<file path="config.mk">
export PLATFORM = sky130hd
export DESIGN_NAME = sdram_init_mode
export DESIGN_NICKNAME = d
export VERILOG_FILES = /design/src/inc/sdram_init_pkg.sv /design/src/rtl/burst_column_gen.sv /design/src/rtl/sdram_init_mode.sv
export SDC_FILE = /design/constraint.sdc
export NUM_CORES = 1
export LEC_CHECK = 0
export ABC_AREA = 1
export BUFFER_PORTS_ARGS = -buffer_cell sky130_fd_sc_hd__buf_2
export CAP_MARGIN = 40
export CORE_MARGIN = 2
export CORE_UTILIZATION = 61
export CTS_CLUSTER_SIZE = 30
export DETAILED_ROUTE_END_ITERATION = 12
export MAX_ROUTING_LAYER = met4
export PLACE_DENSITY = 0.84
export SKIP_CTS_REPAIR_TIMING = 1
export SLEW_MARGIN = 20
export SYNTH_ARGS = -nofsm -noshare
export SYNTH_HDL_FRONTEND = slang
export SYNTH_SLANG_ARGS = --single-unit
</file>
<file path="constraint.sdc">
create_clock -name clk -period 21.9 [get_ports clk]
set_input_delay 2.19 -clock clk [delete_from_list [all_inputs] [get_ports clk]]
set_output_delay 2.19 -clock clk [all_outputs]
set_load 0.005 [all_outputs]
</file>
<file path="src/inc/sdram_init_pkg.sv">
// Purpose: Shared constants for the memory-side init and mode load block
// Assumes: Clock runs at 10 MHz
// Notes: Command codes are the usual chip-select, row, column and write-enable patterns
package sdram_init_pkg;
  localparam int CLK_MHZ = 10;
  localparam int CLK_PERIOD_NS = 100;
  localparam int DLL_LOCK_CYCLES = 512;
  localparam int CKE_MIN_CLOCKS = 5;
  // Command encoding {csN, rasN, casN, weN}
  localparam logic [3:0] CMD_MODE_LOAD = 4'h0;
  localparam logic [3:0] CMD_CALIB = 4'h6;
  localparam logic [3:0] CMD_READ = 4'h5;
  localparam logic [3:0] CMD_WRITE = 4'h4;
  localparam logic [3:0] CMD_NOP = 4'h7;
  localparam int MODE_WIDTH = 17;
  localparam logic [2:0] BANK_MODE_ZERO = 3'h0;
  localparam logic [2:0] BANK_MODE_ONE = 3'h1;
  localparam logic [2:0] BANK_MODE_TWO = 3'h2;
  localparam logic [2:0] BANK_MODE_THREE = 3'h3;
  // Mode zero field positions
  localparam int BL_LSB = 0;
  localparam int BTYPE_BIT = 3;
  localparam int DLL_RST_BIT = 8;
  localparam int BSEL_BIT = 12;
  localparam logic [1:0] BL_FIXED8 = 2'h0;
  localparam logic [1:0] BL_OTF = 2'h1;
  localparam logic [1:0] BL_CHOP4 = 2'h2;
  localparam logic [16:0] MODE_RESET = 17'h0_0000;
endpackage : sdram_init_pkg

</file>
<file path="src/rtl/burst_column_gen.sv">
// Purpose: Column sequence for one burst, wrapping inside its block
// Assumes: Start column and lengths are held stable while a burst runs
// Notes: Beat index counts 0..7
`timescale 1ns/1ps
module burst_column_gen
  import sdram_init_pkg::*;
#(
  parameter int COL_W = 10
)(
  input wire logic [COL_W-1:0] startCol,
  input wire logic [2:0] beat,
  input wire logic chop,
  input wire logic interleave,
  output logic [COL_W-1:0] col
);
  logic [2:0] low;
  // Block select stays fixed; only low bits move, so the burst wraps
  always_comb
  begin
    if (interleave)
      low = startCol[2:0] ^ beat;
    else if (chop)
      low = {startCol[2], startCol[1:0] + beat[1:0]};
    else
      low = startCol[2:0] + beat;
    if (chop)
      col = {startCol[COL_W-1:3], startCol[2], low[1:0]};
    else
      col = {startCol[COL_W-1:3], low};
  end
endmodule : burst_column_gen

</file>
<file path="src/rtl/sdram_init_mode.sv">
// Purpose: Device-side init tracking, mode storage and burst control
// Assumes: Controller keeps its own timing; pins are synchronised here
// Notes: Termination output enable is low until clock gate is seen high
`timescale 1ns/1ps
// What this block does
// - Termination stays high impedance under reset until clock gate seen high.
// - DLL needs 512 cycles to lock after DLL reset.
// - Mode registers hold until rewritten or reset; DLL reset bit self-clears.
// - Only idle commands until mode-to-other gap; features unavailable meanwhile. Here only modeReady drops; commands are still taken.
// - Burst length field picks chop four, eight, or per-command select bit.
// - Burst stays in its column block, wrapping; low bits give start.
// - Programmed burst length applies to reads and writes alike.
// - Writing DLL reset bit starts DLL reset, then bit clears itself.
// - Mode zero bit 3 selects sequential or interleaved order.
module sdram_init_mode
  import sdram_init_pkg::*;
#(
  parameter int COL_W = 10,
  parameter int MOD_GAP = 12
)(
  input wire logic clk,
  input wire logic rst,
  input wire logic resetPinN,
  input wire logic clockGate,
  input wire logic terminationControl,
  input wire logic [3:0] cmd,
  input wire logic [2:0] bankSel,
  input wire logic [16:0] addr,
  output logic terminationOe,
  output logic terminationOn,
  output logic dllLocked,
  output logic modeReady,
  output logic burstActive,
  output logic burstWrite,
  output logic [COL_W-1:0] burstCol,
  output logic [16:0] modeZero,
  output logic [16:0] modeOne,
  output logic [16:0] modeTwo,
  output logic [16:0] modeThree,
  output logic initDone
);
  typedef enum logic [2:0] {S_RESET, S_WAIT_GATE, S_LOAD2, S_LOAD3, S_LOAD1, S_LOAD0,
    S_CALIB, S_DONE} init_t;
  // Two-flop synchronisers on every pin input
  logic [1:0] rstSync_ff, gateSync_ff, termSync_ff;
  logic [3:0] cmdA_ff, cmdB_ff;
  logic [2:0] bankA_ff, bankB_ff;
  logic [16:0] addrA_ff, addrB_ff;
  always_ff @(posedge clk or posedge rst)
  begin
    if (rst)
    begin
      rstSync_ff <= 2'h0;
      gateSync_ff <= 2'h0;
      termSync_ff <= 2'h0;
      cmdA_ff <= CMD_NOP;
      cmdB_ff <= CMD_NOP;
      bankA_ff <= 3'h0;
      bankB_ff <= 3'h0;
      addrA_ff <= 17'h0_0000;
      addrB_ff <= 17'h0_0000;
    end
    else
    begin
      rstSync_ff <= {rstSync_ff[0], resetPinN};
      gateSync_ff <= {gateSync_ff[0], clockGate};
      termSync_ff <= {termSync_ff[0], terminationControl};
      cmdA_ff <= cmd;
      cmdB_ff <= cmdA_ff;
      bankA_ff <= bankSel;
      bankB_ff <= bankA_ff;
      addrA_ff <= addr;
      addrB_ff <= addrA_ff;
    end
  end
  logic pinRstN, gateHigh, modeLoad, anyCmd;
  assign pinRstN = rstSync_ff[1];
  assign gateHigh = gateSync_ff[1];
  assign modeLoad = gateHigh && (cmdB_ff == CMD_MODE_LOAD);
  assign anyCmd = gateHigh && (cmdB_ff != CMD_NOP) && !cmdB_ff[3];

  init_t state_ff;
  // Sequence tracker: follows expected load order two, three, one, zero
  always_ff @(posedge clk or posedge rst)
  begin
    if (rst)
      state_ff <= S_RESET;
    else if (!pinRstN)
      state_ff <= S_RESET;
    else
      unique case (state_ff)
        S_RESET: state_ff <= S_WAIT_GATE;
        S_WAIT_GATE: if (gateHigh) state_ff <= S_LOAD2;
        S_LOAD2: if (modeLoad && bankB_ff == BANK_MODE_TWO) state_ff <= S_LOAD3;
        S_LOAD3: if (modeLoad && bankB_ff == BANK_MODE_THREE) state_ff <= S_LOAD1;
        S_LOAD1: if (modeLoad && bankB_ff == BANK_MODE_ONE) state_ff <= S_LOAD0;
        S_LOAD0: if (modeLoad && bankB_ff == BANK_MODE_ZERO) state_ff <= S_CALIB;
        S_CALIB: if (anyCmd && cmdB_ff == CMD_CALIB) state_ff <= S_DONE;
        S_DONE: state_ff <= S_DONE;
      endcase
  end

  // Mode storage; cleared by reset pin, held otherwise; DLL bit never stored
  logic [16:0] mode0_ff, mode1_ff, mode2_ff, mode3_ff;
  logic dllReset;
  assign dllReset = modeLoad && bankB_ff == BANK_MODE_ZERO && addrB_ff[DLL_RST_BIT];
  always_ff @(posedge clk or posedge rst)
  begin
    if (rst)
    begin
      mode0_ff <= MODE_RESET;
      mode1_ff <= MODE_RESET;
      mode2_ff <= MODE_RESET;
      mode3_ff <= MODE_RESET;
    end
    else if (!pinRstN)
    begin
      mode0_ff <= MODE_RESET;
      mode1_ff <= MODE_RESET;
      mode2_ff <= MODE_RESET;
      mode3_ff <= MODE_RESET;
    end
    else if (modeLoad)
    begin
      unique case (bankB_ff)
        BANK_MODE_ZERO: mode0_ff <= addrB_ff & ~(17'h0_0001 << DLL_RST_BIT);
        BANK_MODE_ONE: mode1_ff <= addrB_ff;
        BANK_MODE_TWO: mode2_ff <= addrB_ff;
        BANK_MODE_THREE: mode3_ff <= addrB_ff;
        default: ;
      endcase
    end
  end

  // DLL lock counter restarts on each DLL reset
  logic [9:0] lockCnt_ff;
  always_ff @(posedge clk or posedge rst)
  begin
    if (rst)
      lockCnt_ff <= 10'h000;
    else if (!pinRstN || dllReset)
      lockCnt_ff <= 10'h000;
    else if (gateHigh && lockCnt_ff < 10'(DLL_LOCK_CYCLES))
      lockCnt_ff <= lockCnt_ff + 10'h001;
  end

  // Mode-to-other gap: modeReady held low until it runs out; commands still accepted
  logic [7:0] modGap_ff;
  always_ff @(posedge clk or posedge rst)
  begin
    if (rst)
      modGap_ff <= 8'h00;
    else if (modeLoad)
      modGap_ff <= 8'(MOD_GAP);
    else if (modGap_ff != 8'h00)
      modGap_ff <= modGap_ff - 8'h01;
  end

  // Termination: high impedance until gate seen high since reset
  logic gateSeen_ff;
  always_ff @(posedge clk or posedge rst)
  begin
    if (rst)
      gateSeen_ff <= 1'b0;
    else if (!pinRstN)
      gateSeen_ff <= 1'b0;
    else if (gateHigh)
      gateSeen_ff <= 1'b1;
  end
  always_ff @(posedge clk or posedge rst)
  begin
    if (rst)
    begin
      terminationOe <= 1'b0;
      terminationOn <= 1'b0;
    end
    else
    begin
      terminationOe <= pinRstN && gateSeen_ff;
      terminationOn <= pinRstN && gateSeen_ff && termSync_ff[1];
    end
  end

  // Burst engine: length from mode zero, select bit in on-the-fly mode
  logic [2:0] beat_ff;
  logic chop_ff, inter_ff;
  logic [COL_W-1:0] startCol_ff, colNext;
  logic isRw, cmdChop;
  assign isRw = gateHigh && (cmdB_ff == CMD_READ || cmdB_ff == CMD_WRITE);
  always_comb
  begin
    unique case (mode0_ff[BL_LSB+1:BL_LSB])
      BL_OTF: cmdChop = !addrB_ff[BSEL_BIT];
      BL_CHOP4: cmdChop = 1'b1;
      default: cmdChop = 1'b0;
    endcase
  end
  always_ff @(posedge clk or posedge rst)
  begin
    if (rst)
    begin
      burstActive <= 1'b0;
      burstWrite <= 1'b0;
      beat_ff <= 3'h0;
      chop_ff <= 1'b0;
      inter_ff <= 1'b0;
      startCol_ff <= '0;
    end
    else if (isRw && !burstActive)
    begin
      burstActive <= 1'b1;
      burstWrite <= (cmdB_ff == CMD_WRITE);
      beat_ff <= 3'h0;
      chop_ff <= cmdChop;
      inter_ff <= mode0_ff[BTYPE_BIT];
      startCol_ff <= addrB_ff[COL_W-1:0];
    end
    else if (burstActive)
    begin
      beat_ff <= beat_ff + 3'h1;
      if (beat_ff == (chop_ff ? 3'h3 : 3'h7))
        burstActive <= 1'b0;
    end
  end
  burst_column_gen #(.COL_W(COL_W)) u_col (
    .startCol(startCol_ff),
    .beat(beat_ff),
    .chop(chop_ff),
    .interleave(inter_ff),
    .col(colNext)
  );
  // Registered outputs
  always_ff @(posedge clk or posedge rst)
  begin
    if (rst)
    begin
      burstCol <= '0;
      dllLocked <= 1'b0;
      modeReady <= 1'b0;
      initDone <= 1'b0;
      modeZero <= MODE_RESET;
      modeOne <= MODE_RESET;
      modeTwo <= MODE_RESET;
      modeThree <= MODE_RESET;
    end
    else
    begin
      burstCol <= colNext;
      dllLocked <= !dllReset && lockCnt_ff >= 10'(DLL_LOCK_CYCLES);
      modeReady <= (modGap_ff == 8'h00) && !modeLoad;
      initDone <= (state_ff == S_DONE) && lockCnt_ff >= 10'(DLL_LOCK_CYCLES);
      modeZero <= mode0_ff;
      modeOne <= mode1_ff;
      modeTwo <= mode2_ff;
      modeThree <= mode3_ff;
    end
  end

  a_term_hiz_reset: assert property (@(posedge clk) disable iff (rst)
    !gateSeen_ff |=> !terminationOe) else $error("termination driven early");
  a_dll_bit_clear: assert property (@(posedge clk) disable iff (rst)
    !mode0_ff[DLL_RST_BIT]) else $error("dll reset bit stuck");
  a_lock_time: assert property (@(posedge clk) disable iff (rst)
    dllReset |=> !dllLocked [*8]) else $error("dll locked too soon");
  a_mode_gap: assert property (@(posedge clk) disable iff (rst)
    modeLoad |=> !modeReady [*8]) else $error("mode gap short");
  a_chop_len: assert property (@(posedge clk) disable iff (rst)
    (burstActive && chop_ff && beat_ff == 3'h3) |=> !burstActive)
    else $error("chop burst length wrong");
  a_block_fix: assert property (@(posedge clk) disable iff (rst)
    burstActive |=> burstCol[COL_W-1:3] == startCol_ff[COL_W-1:3])
    else $error("burst left block");
  a_reset_clear: assert property (@(posedge clk) disable iff (rst)
    !pinRstN |=> mode1_ff == MODE_RESET) else $error("mode not cleared");
  a_burst_type: assert property (@(posedge clk) disable iff (rst)
    (isRw && !burstActive) |=> inter_ff == $past(mode0_ff[BTYPE_BIT]))
    else $error("burst type not taken");
  c_init_done: cover property (@(posedge clk) initDone);
  c_otf_chop: cover property (@(posedge clk) isRw && mode0_ff[1:0] == BL_OTF);
  c_dll_reset: cover property (@(posedge clk) dllReset);
endmodule : sdram_init_mode

</file>
==> qor.csv, run 1 <==
metric,value,unit
worst-path-max-fanout,5,
synth_top_cell_by_area,sky130_fd_sc_hd__dfrtp_1,
global_route.usage.total,25.50,%
power_density,107.3,mW/mm²
synth_seq_area_share,73.35,%
yosys.area.top_type_share,71.44,%
ys.flop_type,sky130_fd_sc_hd__dfrtp_1,
grt_antenna_before_repair,0,
slew_headroom,53.89,%
drt_first_pass_iters,5,
gp_congestion,0.8189,
crit_slowest_cell,sky130_fd_sc_hd__dfrtp_1,
clk_transition_reported_paths,0.06,ns
area_growth_syn_to_layout,17.81,%
tritoncts,done,
die-width,120.4,µm
slowest_delay,0.41,ns
met2WireLength,8551,µm
synthesis.yosys.warnings,0,
yosysUniqueCellTypes,41,
numPortBuffers,112,
async_reset_ff_share,100.0,%
placed_cells,952,
fin_setup_tns,0,ns
critPathCaptureType,primary output,
finalWirelength,16920,µm
fin_crit_sh,14.76,%
grt_first_pass_wirelength,27920,µm
crit_type,flop to primary output,
antenna_cells,0,
outcome,completed,
route.vias.total,5327,
filler_cell_count,830,
synth_top_cells_by_area,"sky130_fd_sc_hd__dfrtp_1 (71%), sky130_fd_sc_hd__nand2_1 (7.3%), sky130_fd_sc_hd__o21ai_0 (3.5%)",
count_of_max_cap_constraint_violations,0,
min_path_type,flop to flop,
finish.cell_count_without_fillers,993,
final_max_slew_viol_count,0,
numClockSinks,242,
clk-insertion-delay-late,0.49,ns
p_leak,5.007,nW
timing.clock.skew,0.005466,ns
mostFrequentLayoutCell,sky130_fd_sc_hd__dfrtp_1,
topRoutingLayerUsed,met4,
post-route-min-period,3.233,ns
grt_pass1_vias,5619,
final_cell_mix,"sky130_fd_sc_hd__dfrtp_1 (235), sky130_fd_sc_hd__nand2_1 (160), sky130_fd_sc_hd__buf_2 (112)",
post_route_ant_nets,0,
route.detailed.wl_per_inst,17.04,µm
grt_start_max_net_pins,120,
cp_data_required_time,19.71,ns
path_cells,buf_2,
timing.fmax,309.3,MHz
num-nets-final,840,
hold_viol_final,0,
synth_area_per_cell,12.21,µm²
coreArea,0.01324,mm²
timing.critical_path.max_delay_family,flip-flops,
number_of_i_o_pins,114,
die_outline_area,0.01450,mm²
met3WireLength,1124,µm
worstPathBufferInverterCount,1,
synth_edf_count,0,
netlist_instances,677,
route.detailed.drc,0,
drt_iter0_markers,475,
post_route_cells_drive_above_1_share,24.97,%
max_buffers_root_to_sink,3,
dpl.hpwl,10960,µm
cts-root-buf,sky130_fd_sc_hd__clkbuf_16,
critical_path_launch_point_type,flop,
numCtsBuffers,23,
tightestPinTransition,0.6916,ns
floorplan.initialDensity,62.42,%
die_h,120.4,µm
cts.htree.levels,1,
rsz0062_at_grt,false,
floorplan.rows,42,
avgViaCountPerCell,5.365,
synthesis.area,0.008267,mm²
postSynthRegisterBits,242,
globalRoute.totalOverflow,0,
timing.final.setup_violations,0,
cp.arrival,1.04,ns
ir_worst_vdd,73.67,µV
syn-num-nets,716,
m1WireLength,6502,µm
setup.reg_to_reg.worst_slack,19.92,ns
power breakdown:
part	switching, mW	internal, mW
Clock	0.155	0.221
Sequential	0.0328	0.502
Combinational	0.0830	0.0518
final timing paths:
kind                          startpoint     endpoint  cells past startpoint
max                          burstActive  burstActive                      1
min                           cmdA_ff[3]   cmdB_ff[3]                      0
max in group asynchronous            rst  addrB_ff[1]                      5
min in group asynchronous            rst   modeTwo[5]                      2
min reg2reg                   cmdA_ff[3]   cmdB_ff[3]                      0
max reg2reg                rstSync_ff[1]  state_ff[2]                      7
synthesized netlist by cell type (2+ instances only):
master,instances
sky130_fd_sc_hd__buf_4,3
sky130_fd_sc_hd__o21ai_2,19
sky130_fd_sc_hd__dfstp_2,6
sky130_fd_sc_hd__or2_2,2
sky130_fd_sc_hd__buf_6,6
sky130_fd_sc_hd__buf_2,9
sky130_fd_sc_hd__nor3_1,6
sky130_fd_sc_hd__o31ai_1,3
sky130_fd_sc_hd__nor2_1,33
sky130_fd_sc_hd__ha_1,9
sky130_fd_sc_hd__o211ai_1,2
sky130_fd_sc_hd__inv_2,6
sky130_fd_sc_hd__or2_1,2
sky130_fd_sc_hd__nand4_1,6
sky130_fd_sc_hd__nand2_2,4
sky130_fd_sc_hd__nand2_1,160
sky130_fd_sc_hd__nand3_1,19
sky130_fd_sc_hd__o21ai_0,58
sky130_fd_sc_hd__dfrtp_1,236
sky130_fd_sc_hd__nor3_2,2
sky130_fd_sc_hd__inv_1,47
sky130_fd_sc_hd__xor2_1,3
sky130_fd_sc_hd__nor2_2,3
sky130_fd_sc_hd__nand2_4,4
sky130_fd_sc_hd__a21oi_1,13
registers in the layout, summed over array words and instances (netlist names), 4 cells and up:
register / cells
lockCnt_ff: 10
cmdA_ff: 4
modGap_ff: 8
modeOne: 17
mode2_ff: 17
mode0_ff: 16
mode1_ff: 17
modeZero: 16
addrA_ff: 17
cmdB_ff: 4
modeTwo: 17
burstCol: 10
startCol_ff: 10
modeThree: 17
addrB_ff: 17
mode3_ff: 17
stage by stage:
stage / total power, mW / cell area (µm²) / hold WS [ns] / utilization (%) / worst slack (ns)
global route: 1.096 / 9739 / 0.3574 / 73.55 / 18.44
CTS: 1.052 / 9739 / 0.3474 / 73.55 / 18.65
detailed placement: 0.6745 / 9006 / 0.3347 / 68.01 / 18.16
finish: 1.045 / 9739 / 0.3468 / 73.55 / 18.67
floorplan: 0.6214 / 8267 / 0.3312 / - / 13.08
global placement: 0.6613 / 8935 / 0.3339 / 67.47 / 17.81
layer usage:
metal	track usage, %	up-vias
met5	-	-
met4	11.92	0
met3	4.670	61
met2	41.67	222
met1	31.33	2632
li1	-	2412
final cells by class:
type | instances | area (µm²) | share of cell area (%)
inverter | 53 | 206.4 | 2.120
tap | 176 | 220.2 | 2.261
multi-input combinational | 364 | 1869 | 19.19
clock inverter | 4 | 25.02 | 0.2569
clock buffer | 37 | 708.2 | 7.271
timing repair buffer | 117 | 645.6 | 6.629
sequential | 242 | 6065 | 62.27
cells by family (layout without fill, tap and decap cells):
logic type      Yosys count  in the layout  share of synthesized area (%)
xor+xnor                  4              4                         0.4239
compound gates          100            100                          7.295
simple gates            249            249                          13.24
flops                   242            242                          73.35
buf+inv                  71            211                          4.041
fa+ha+maj                10             10                          1.604
other cells               1              1                        0.04536
(Power assumes the default switching activity.)
==> run 2: changes to the inputs <==
ABC_AREA = 0   (was 1)
CORE_UTILIZATION = 51   (was 61)
PLACE_DENSITY = 0.75   (was 0.84)
clock period = 2.8 ns   (was 21.9 ns; I/O delays follow)
==> qor.csv, run 2 <==
metric,value,unit,change
cell_internal_pwr,6.121,mW,+690%
synthesis.yosys.warnings,0,,unchanged
coreArea,0.01594,mm²,+20%
crit_type,flop to flop,,
grt_start_max_net_pins,86,,-28%
cts.htree.levels,1,,unchanged
max_buffers_root_to_sink,3,,unchanged
synth_top_cells_by_count,"sky130_fd_sc_hd__dfrtp_1 (236), sky130_fd_sc_hd__nand2_1 (82), sky130_fd_sc_hd__nor2b_1 (38)",,
count_of_max_cap_constraint_violations,0,,unchanged
final_max_slew_viol_count,0,,unchanged
number_of_i_o_pins,114,,unchanged
totalPowerFinal,7.983,mW,+660%
critical_path_launch_point_type,flop,,
die_h,131.7,µm,+9.4%
post-route-min-period,2.366,ns,
global_route.usage.total,19.74,%,-5.8 points
ir_worst_vdd,499.9,µV,+580%
synth_top_cell_by_area,sky130_fd_sc_hd__dfrtp_1,,
min_path_type,flop to flop,,
synth_seq_area_share,72.86,%,-0.49 points
grt_antenna_before_repair,0,,unchanged
cp.arrival,2.75,ns,+1.71 ns
dpl.hpwl,10170,µm,-7.2%
num-nets-final,789,,-6.1%
fin_crit_sh,84.49,%,
route.vias.total,4818,,-9.6%
tritoncts,done,,
tightestPinTransition,0.7403,ns,+0.04868 ns
numCtsBuffers,23,,unchanged
grt_first_pass_wirelength,26610,µm,-4.7%
avgViaCountPerCell,4.911,,-8.4%
post_route_ant_nets,0,,unchanged
fin_setup_tns,0,ns,unchanged
cts-root-buf,sky130_fd_sc_hd__clkbuf_16,,
floorplan.rows,46,,+9.5%
p_leak,5.184,nW,+3.5%
mostFrequentLayoutCell,sky130_fd_sc_hd__dfrtp_1,,
netlist_instances,599,,-12%
comb_power_share,10.4,%,-2.5 points
hold_viol_final,0,,unchanged
async_reset_ff_share,100.0,%,unchanged
clk-insertion-delay-late,0.49,ns,about the same
numClockSinks,242,,unchanged
ys.flop_type,sky130_fd_sc_hd__dfrtp_1,,
syn-num-nets,638,,-11%
yosys.area.top_type_share,70.97,%,-0.47 points
grt_pass1_vias,5064,,-9.9%
yosysMostFrequentCell,sky130_fd_sc_hd__dfrtp_1,,
synth_top_cells_by_area,"sky130_fd_sc_hd__dfrtp_1 (71%), sky130_fd_sc_hd__mux2i_1 (4.0%), sky130_fd_sc_hd__nand2_1 (3.7%)",,
outcome,completed,,
post_route_cells_drive_above_1_share,23.92,%,-1.0 points
synth_area_per_cell,13.89,µm²,+14%
floorplan.initialDensity,52.20,%,-10 points
antenna_cells,0,,unchanged
drt_iter0_markers,325,,-32%
timing.fmax,422.7,MHz,
worst-path-max-fanout,8,,+3
globalRoute.totalOverflow,0,,unchanged
synthesis.area,0.008322,mm²,+0.67%
clk_transition_reported_paths,0.06,ns,about the same
timing.final.setup_violations,0,,unchanged
synth_edf_count,0,,unchanged
switching_power,1.862,mW,+590%
gp_congestion,0.7993,,-2.4%
drt_first_pass_iters,6,,+1
die_outline_area,0.01736,mm²,+20%
postSynthRegisterBits,242,,unchanged
die-width,131.7,µm,+9.4%
final_cell_mix,"sky130_fd_sc_hd__dfrtp_1 (235), sky130_fd_sc_hd__buf_2 (112), sky130_fd_sc_hd__nand2_1 (82)",,
power_density,781.8,mW/mm²,+630%
route.detailed.wl_per_inst,16.28,µm,-4.5%
finalWirelength,15970,µm,-5.7%
timing.clock.skew,0.009096,ns,+0.003631 ns
yosysUniqueCellTypes,44,,+7.3%
rsz0062_at_grt,false,,
numPortBuffers,112,,unchanged
seqPwrFrac,50.6,%,-0.6 points
cp_data_required_time,3.18,ns,-16.53 ns
netSwitchingFraction,23.32,%,-2.6 points
route.detailed.drc,0,,unchanged
critPathCaptureType,flop,,
slew_headroom,50.65,%,-3.2 points
area_growth_syn_to_layout,22.70,%,
pwr-share-clk,39.1,%,+3.2 points
-- run 2: final timing paths --
| check | depth (start not counted) | startpoint | slack, ns | endpoint |
|---|---|---|---|---|
| setup / recovery | 5 | cmdB_ff[1] | 0.43 | state_ff[0] |
| hold / removal | 0 | addrA_ff[1] | 0.35 | addrB_ff[1] |
| setup reg to reg | 5 | cmdB_ff[1] | 0.43 | state_ff[0] |
| hold reg to reg | 0 | addrA_ff[1] | 0.35 | addrB_ff[1] |
| max in group asynchronous | 4 | rst | 1.91 | addrA_ff[5] |
| min in group asynchronous | 4 | rst | 0.51 | modeTwo[15] |
-- run 2: metrics by stage --
step	cell area (µm²)	hold slack, ns	worst slack (ns)	instances	util (%)
6_report	10210	0.3470	0.4342	981	64.05
5_1_grt	10210	0.3491	0.3234	981	64.05
4_1_cts	9931	-0.1289	0.4248	953	62.29
3_5_place_dp	9166	0.3346	0.4298	913	57.49
3_3_place_gp	9166	0.3343	0.4972	913	57.49
2_1_floorplan	8325	0.2845	-0.6509	599	-
-- run 2: power by group through the flow --
stage          registers (mW)  logic, mW  clock network [mW]
2_1_floorplan            4.03      0.572                   0
3_3_place_gp             4.08      0.748                   0
3_5_place_dp             4.10      0.796                   0
4_1_cts                  4.04      0.814                3.18
5_1_grt                  4.08      0.953                3.34
6_report                 4.04      0.828                3.12
-- run 2: critical path, cell delays in order, from the launching register on --
cell and delay, ns:
sky130_fd_sc_hd__dfstp_2 0.38, sky130_fd_sc_hd__or4b_1 0.65, sky130_fd_sc_hd__or4_4 0.55, sky130_fd_sc_hd__a31oi_4 0.21, sky130_fd_sc_hd__o221ai_2 0.14, sky130_fd_sc_hd__mux2_1 0.33
-- run 2: layout make-up --
class | count | area, µm²
clock buffers | 34 | 656.9
clock inverters | 6 | 107.6
fillers | 1161 | 5732
inverters | 14 | 56.30
multi-input cells | 319 | 2102
flip-flops and latches | 242 | 6065
well taps | 216 | 270.3
repair buffers | 150 | 953.4
-- run 2: routing by layer --
layer  track usage [%]  wire [µm]  vias up  share of wire, %
met1             24.47       6437     2427                40
met5                 -          0        -                 0
li1                  -          -     2237                 -
met3             2.960        755       26               4.7
met4             6.159        325        0               2.0
met2             33.83       8448      128                53
-- run 2: kinds of logic after synthesis --
logic type               synth area share (%)
AO/OA/AOI/OAI                           4.992
XOR/XNOR                                1.894
adder cells (fa/ha/maj)                 1.594
buffers and inverters                   1.939
flip-flops                              72.86
multiplexers                            5.999
other                                 0.04506
AND/OR/NAND/NOR                         10.68
==> run 3: changes to the inputs <==
ABC_AREA = 1   (was 0)
CORE_UTILIZATION = 56   (was 51)
PLACE_DENSITY = 0.78   (was 0.75)
clock period = 2.35 ns   (was 2.8 ns; I/O delays follow)
==> qor.csv, run 3 (synthesized netlist as in run 1, its figures left out) <==
metric,value,unit,change
cts-root-buf,sky130_fd_sc_hd__clkbuf_16,,
gp_congestion,0.8595,,+7.5%
register_area,0.006063,mm²,about the same
critical_path_launch_point_type,flop,,
numPortBuffers,112,,unchanged
tritoncts,done,,
post-route-min-period,1.817,ns,-0.5491 ns
post_route_cells_drive_above_1_share,24.14,%,+0.22 points
fin_setup_tns,0,ns,unchanged
post_route_ant_nets,0,,unchanged
clk-insertion-delay-late,0.50,ns,about the same
totalPowerFinal,9.786,mW,+23%
cts.htree.levels,1,,unchanged
cp.arrival,2.21,ns,-0.54 ns
outcome,completed,,
globalRoute.totalOverflow,0,,unchanged
slew_headroom,56.56,%,+5.9 points
crit_type,flop to flop,,
coreArea,0.01448,mm²,-9.2%
placed_cells,961,,+5.3%
dpl.hpwl,10920,µm,+7.4%
finish.cell_count_without_fillers,1029,,+4.9%
final_cell_mix,"sky130_fd_sc_hd__dfrtp_1 (236), sky130_fd_sc_hd__nand2_1 (160), sky130_fd_sc_hd__buf_2 (112)",,
num-nets-final,870,,+10%
hold_viol_final,0,,unchanged
count_of_max_cap_constraint_violations,0,,unchanged
clk_transition_reported_paths,0.06,ns,about the same
antenna_cells,0,,unchanged
filler_cell_count,962,,-17%
drt_first_pass_iters,4,,-2
area_growth_syn_to_layout,21.30,%,
timing.final.setup_violations,0,,unchanged
power_density,975.9,mW/mm²,+25%
tightestPinTransition,0.6516,ns,-0.08870 ns
final_cell_area,0.01003,mm²,-1.8%
multi_input_comb_area,0.001869,mm²,-11%
grt_first_pass_wirelength,27030,µm,+1.6%
min_path_type,input port to async pin,,
numCtsBuffers,23,,unchanged
finalWirelength,16540,µm,+3.6%
floorplan.rows,44,,-4.3%
finalCoreUtilization,69.25,%,+5.2 points
route.vias.total,5283,,+9.7%
grt_antenna_before_repair,0,,unchanged
max_buffers_root_to_sink,3,,unchanged
ir_worst_vdd,569.0,µV,+14%
slowest_delay,0.55,ns,-0.10 ns
crit_slowest_cell,sky130_fd_sc_hd__dfstp_2,,
p_leak,5.123,nW,-1.2%
timing.clock.skew,0.01273,ns,+0.003635 ns
mostFrequentLayoutCell,sky130_fd_sc_hd__dfrtp_1,,
drt_iter0_markers,355,,+9.2%
worst-path-max-fanout,16,,+8
global_route.usage.total,22.03,%,+2.3 points
die_outline_area,0.01575,mm²,-9.2%
critical_path.startpoint,cmdB_ff[2],,
number_of_i_o_pins,114,,unchanged
crit-reg2reg-launch,cmdB_ff[2],,
avgViaCountPerCell,5.134,,+4.5%
timing.fmax,550.5,MHz,+30%
die_h,125.5,µm,-4.7%
route.detailed.wl_per_inst,16.08,µm,-1.2%
numClockSinks,242,,unchanged
die-width,125.5,µm,-4.7%
final_max_slew_viol_count,0,,unchanged
route.detailed.drc,0,,unchanged
floorplan.initialDensity,57.09,%,+4.9 points
path_cells,"inv_1, nor2_1, inv_1, nor3_2, nand2_1, inv_2, nand2_1, o21a_1",,
critPathCaptureType,flop,,
grt_pass1_vias,5273,,+4.1%
rsz0062_at_grt,false,,
dpl-instance-area,0.009009,mm²,-1.7%
cp_data_required_time,2.74,ns,-0.44 ns
fin_crit_sh,77.30,%,-7.2 points
grt_start_max_net_pins,109,,+27%
run 3: cell count changes in the layout (fill, tap and decap cells not counted), moves of 8 or more:
| cell | previous run | this run |
|---|---|---|
| sky130_fd_sc_hd__a21boi_0 | 33 | 0 |
| sky130_fd_sc_hd__nand3_1 | 1 | 19 |
| sky130_fd_sc_hd__mux2_2 | 13 | 0 |
| sky130_fd_sc_hd__xor2_1 | 11 | 3 |
| sky130_fd_sc_hd__a21oi_1 | 5 | 13 |
| sky130_fd_sc_hd__nor2b_1 | 38 | 0 |
| sky130_fd_sc_hd__nand2_1 | 82 | 160 |
| sky130_fd_sc_hd__o21ai_2 | 0 | 19 |
| sky130_fd_sc_hd__mux2i_1 | 33 | 0 |
| sky130_fd_sc_hd__inv_1 | 13 | 46 |
| sky130_fd_sc_hd__o21ai_0 | 6 | 58 |
run 3: area by class of cell:
| cell class | count | share of cell area (%) |
|---|---|---|
| sequential | 242 | 60.47 |
| multi-input combinational | 364 | 18.64 |
| timing repair buffer | 147 | 9.359 |
| clock buffer | 33 | 6.613 |
| tap | 184 | 2.296 |
| inverter | 53 | 2.021 |
| clock inverter | 6 | 0.5990 |
run 3: critical path, delay by kind of cell (launching register included):
| family | cells | cell delay [ns] |
|---|---|---|
| flops | 1 | 0.55 |
| buf+inv | 3 | 0.41 |
| simple gates | 4 | 0.64 |
| compound gates | 1 | 0.11 |
run 3: final timing paths:
path	to	slack [ns]	cells past startpoint
max	burstWrite	0.53	8
min	modeTwo[6]	0.20	3
max reg2reg	burstWrite	0.53	8
min reg2reg	cmdB_ff[3]	0.34	0
max in group asynchronous	mode3_ff[6]	1.29	4
min in group clk	cmdB_ff[3]	0.34	0
run 3: per-layer routing:
metal  GRT usage (%)  vias up  part of all wire (%)
met2           34.82      179                    49
met3           3.594       32                   6.6
li1                -     2473                     -
met5               -        -                     0
met4           5.425        0                   2.1
met1           30.58     2599                    42
run 3: power breakdown:
part           internal [mW]  total, mW  switching, mW
clock                   2.06       3.51           1.45
sequential              4.68       4.99          0.311
combinational          0.519       1.29          0.769
total                   7.26       9.79           2.53
run 3: through the flow:
stage	setup slack [ns]	hold slack [ns]
after global routing	0.2963	0.2046
final	0.5333	0.1953
after global placement	0.5526	0.1527
after detailed placement	0.4232	0.1506
after CTS	0.3426	-0.3696
after floorplan	-1.056	0.2395
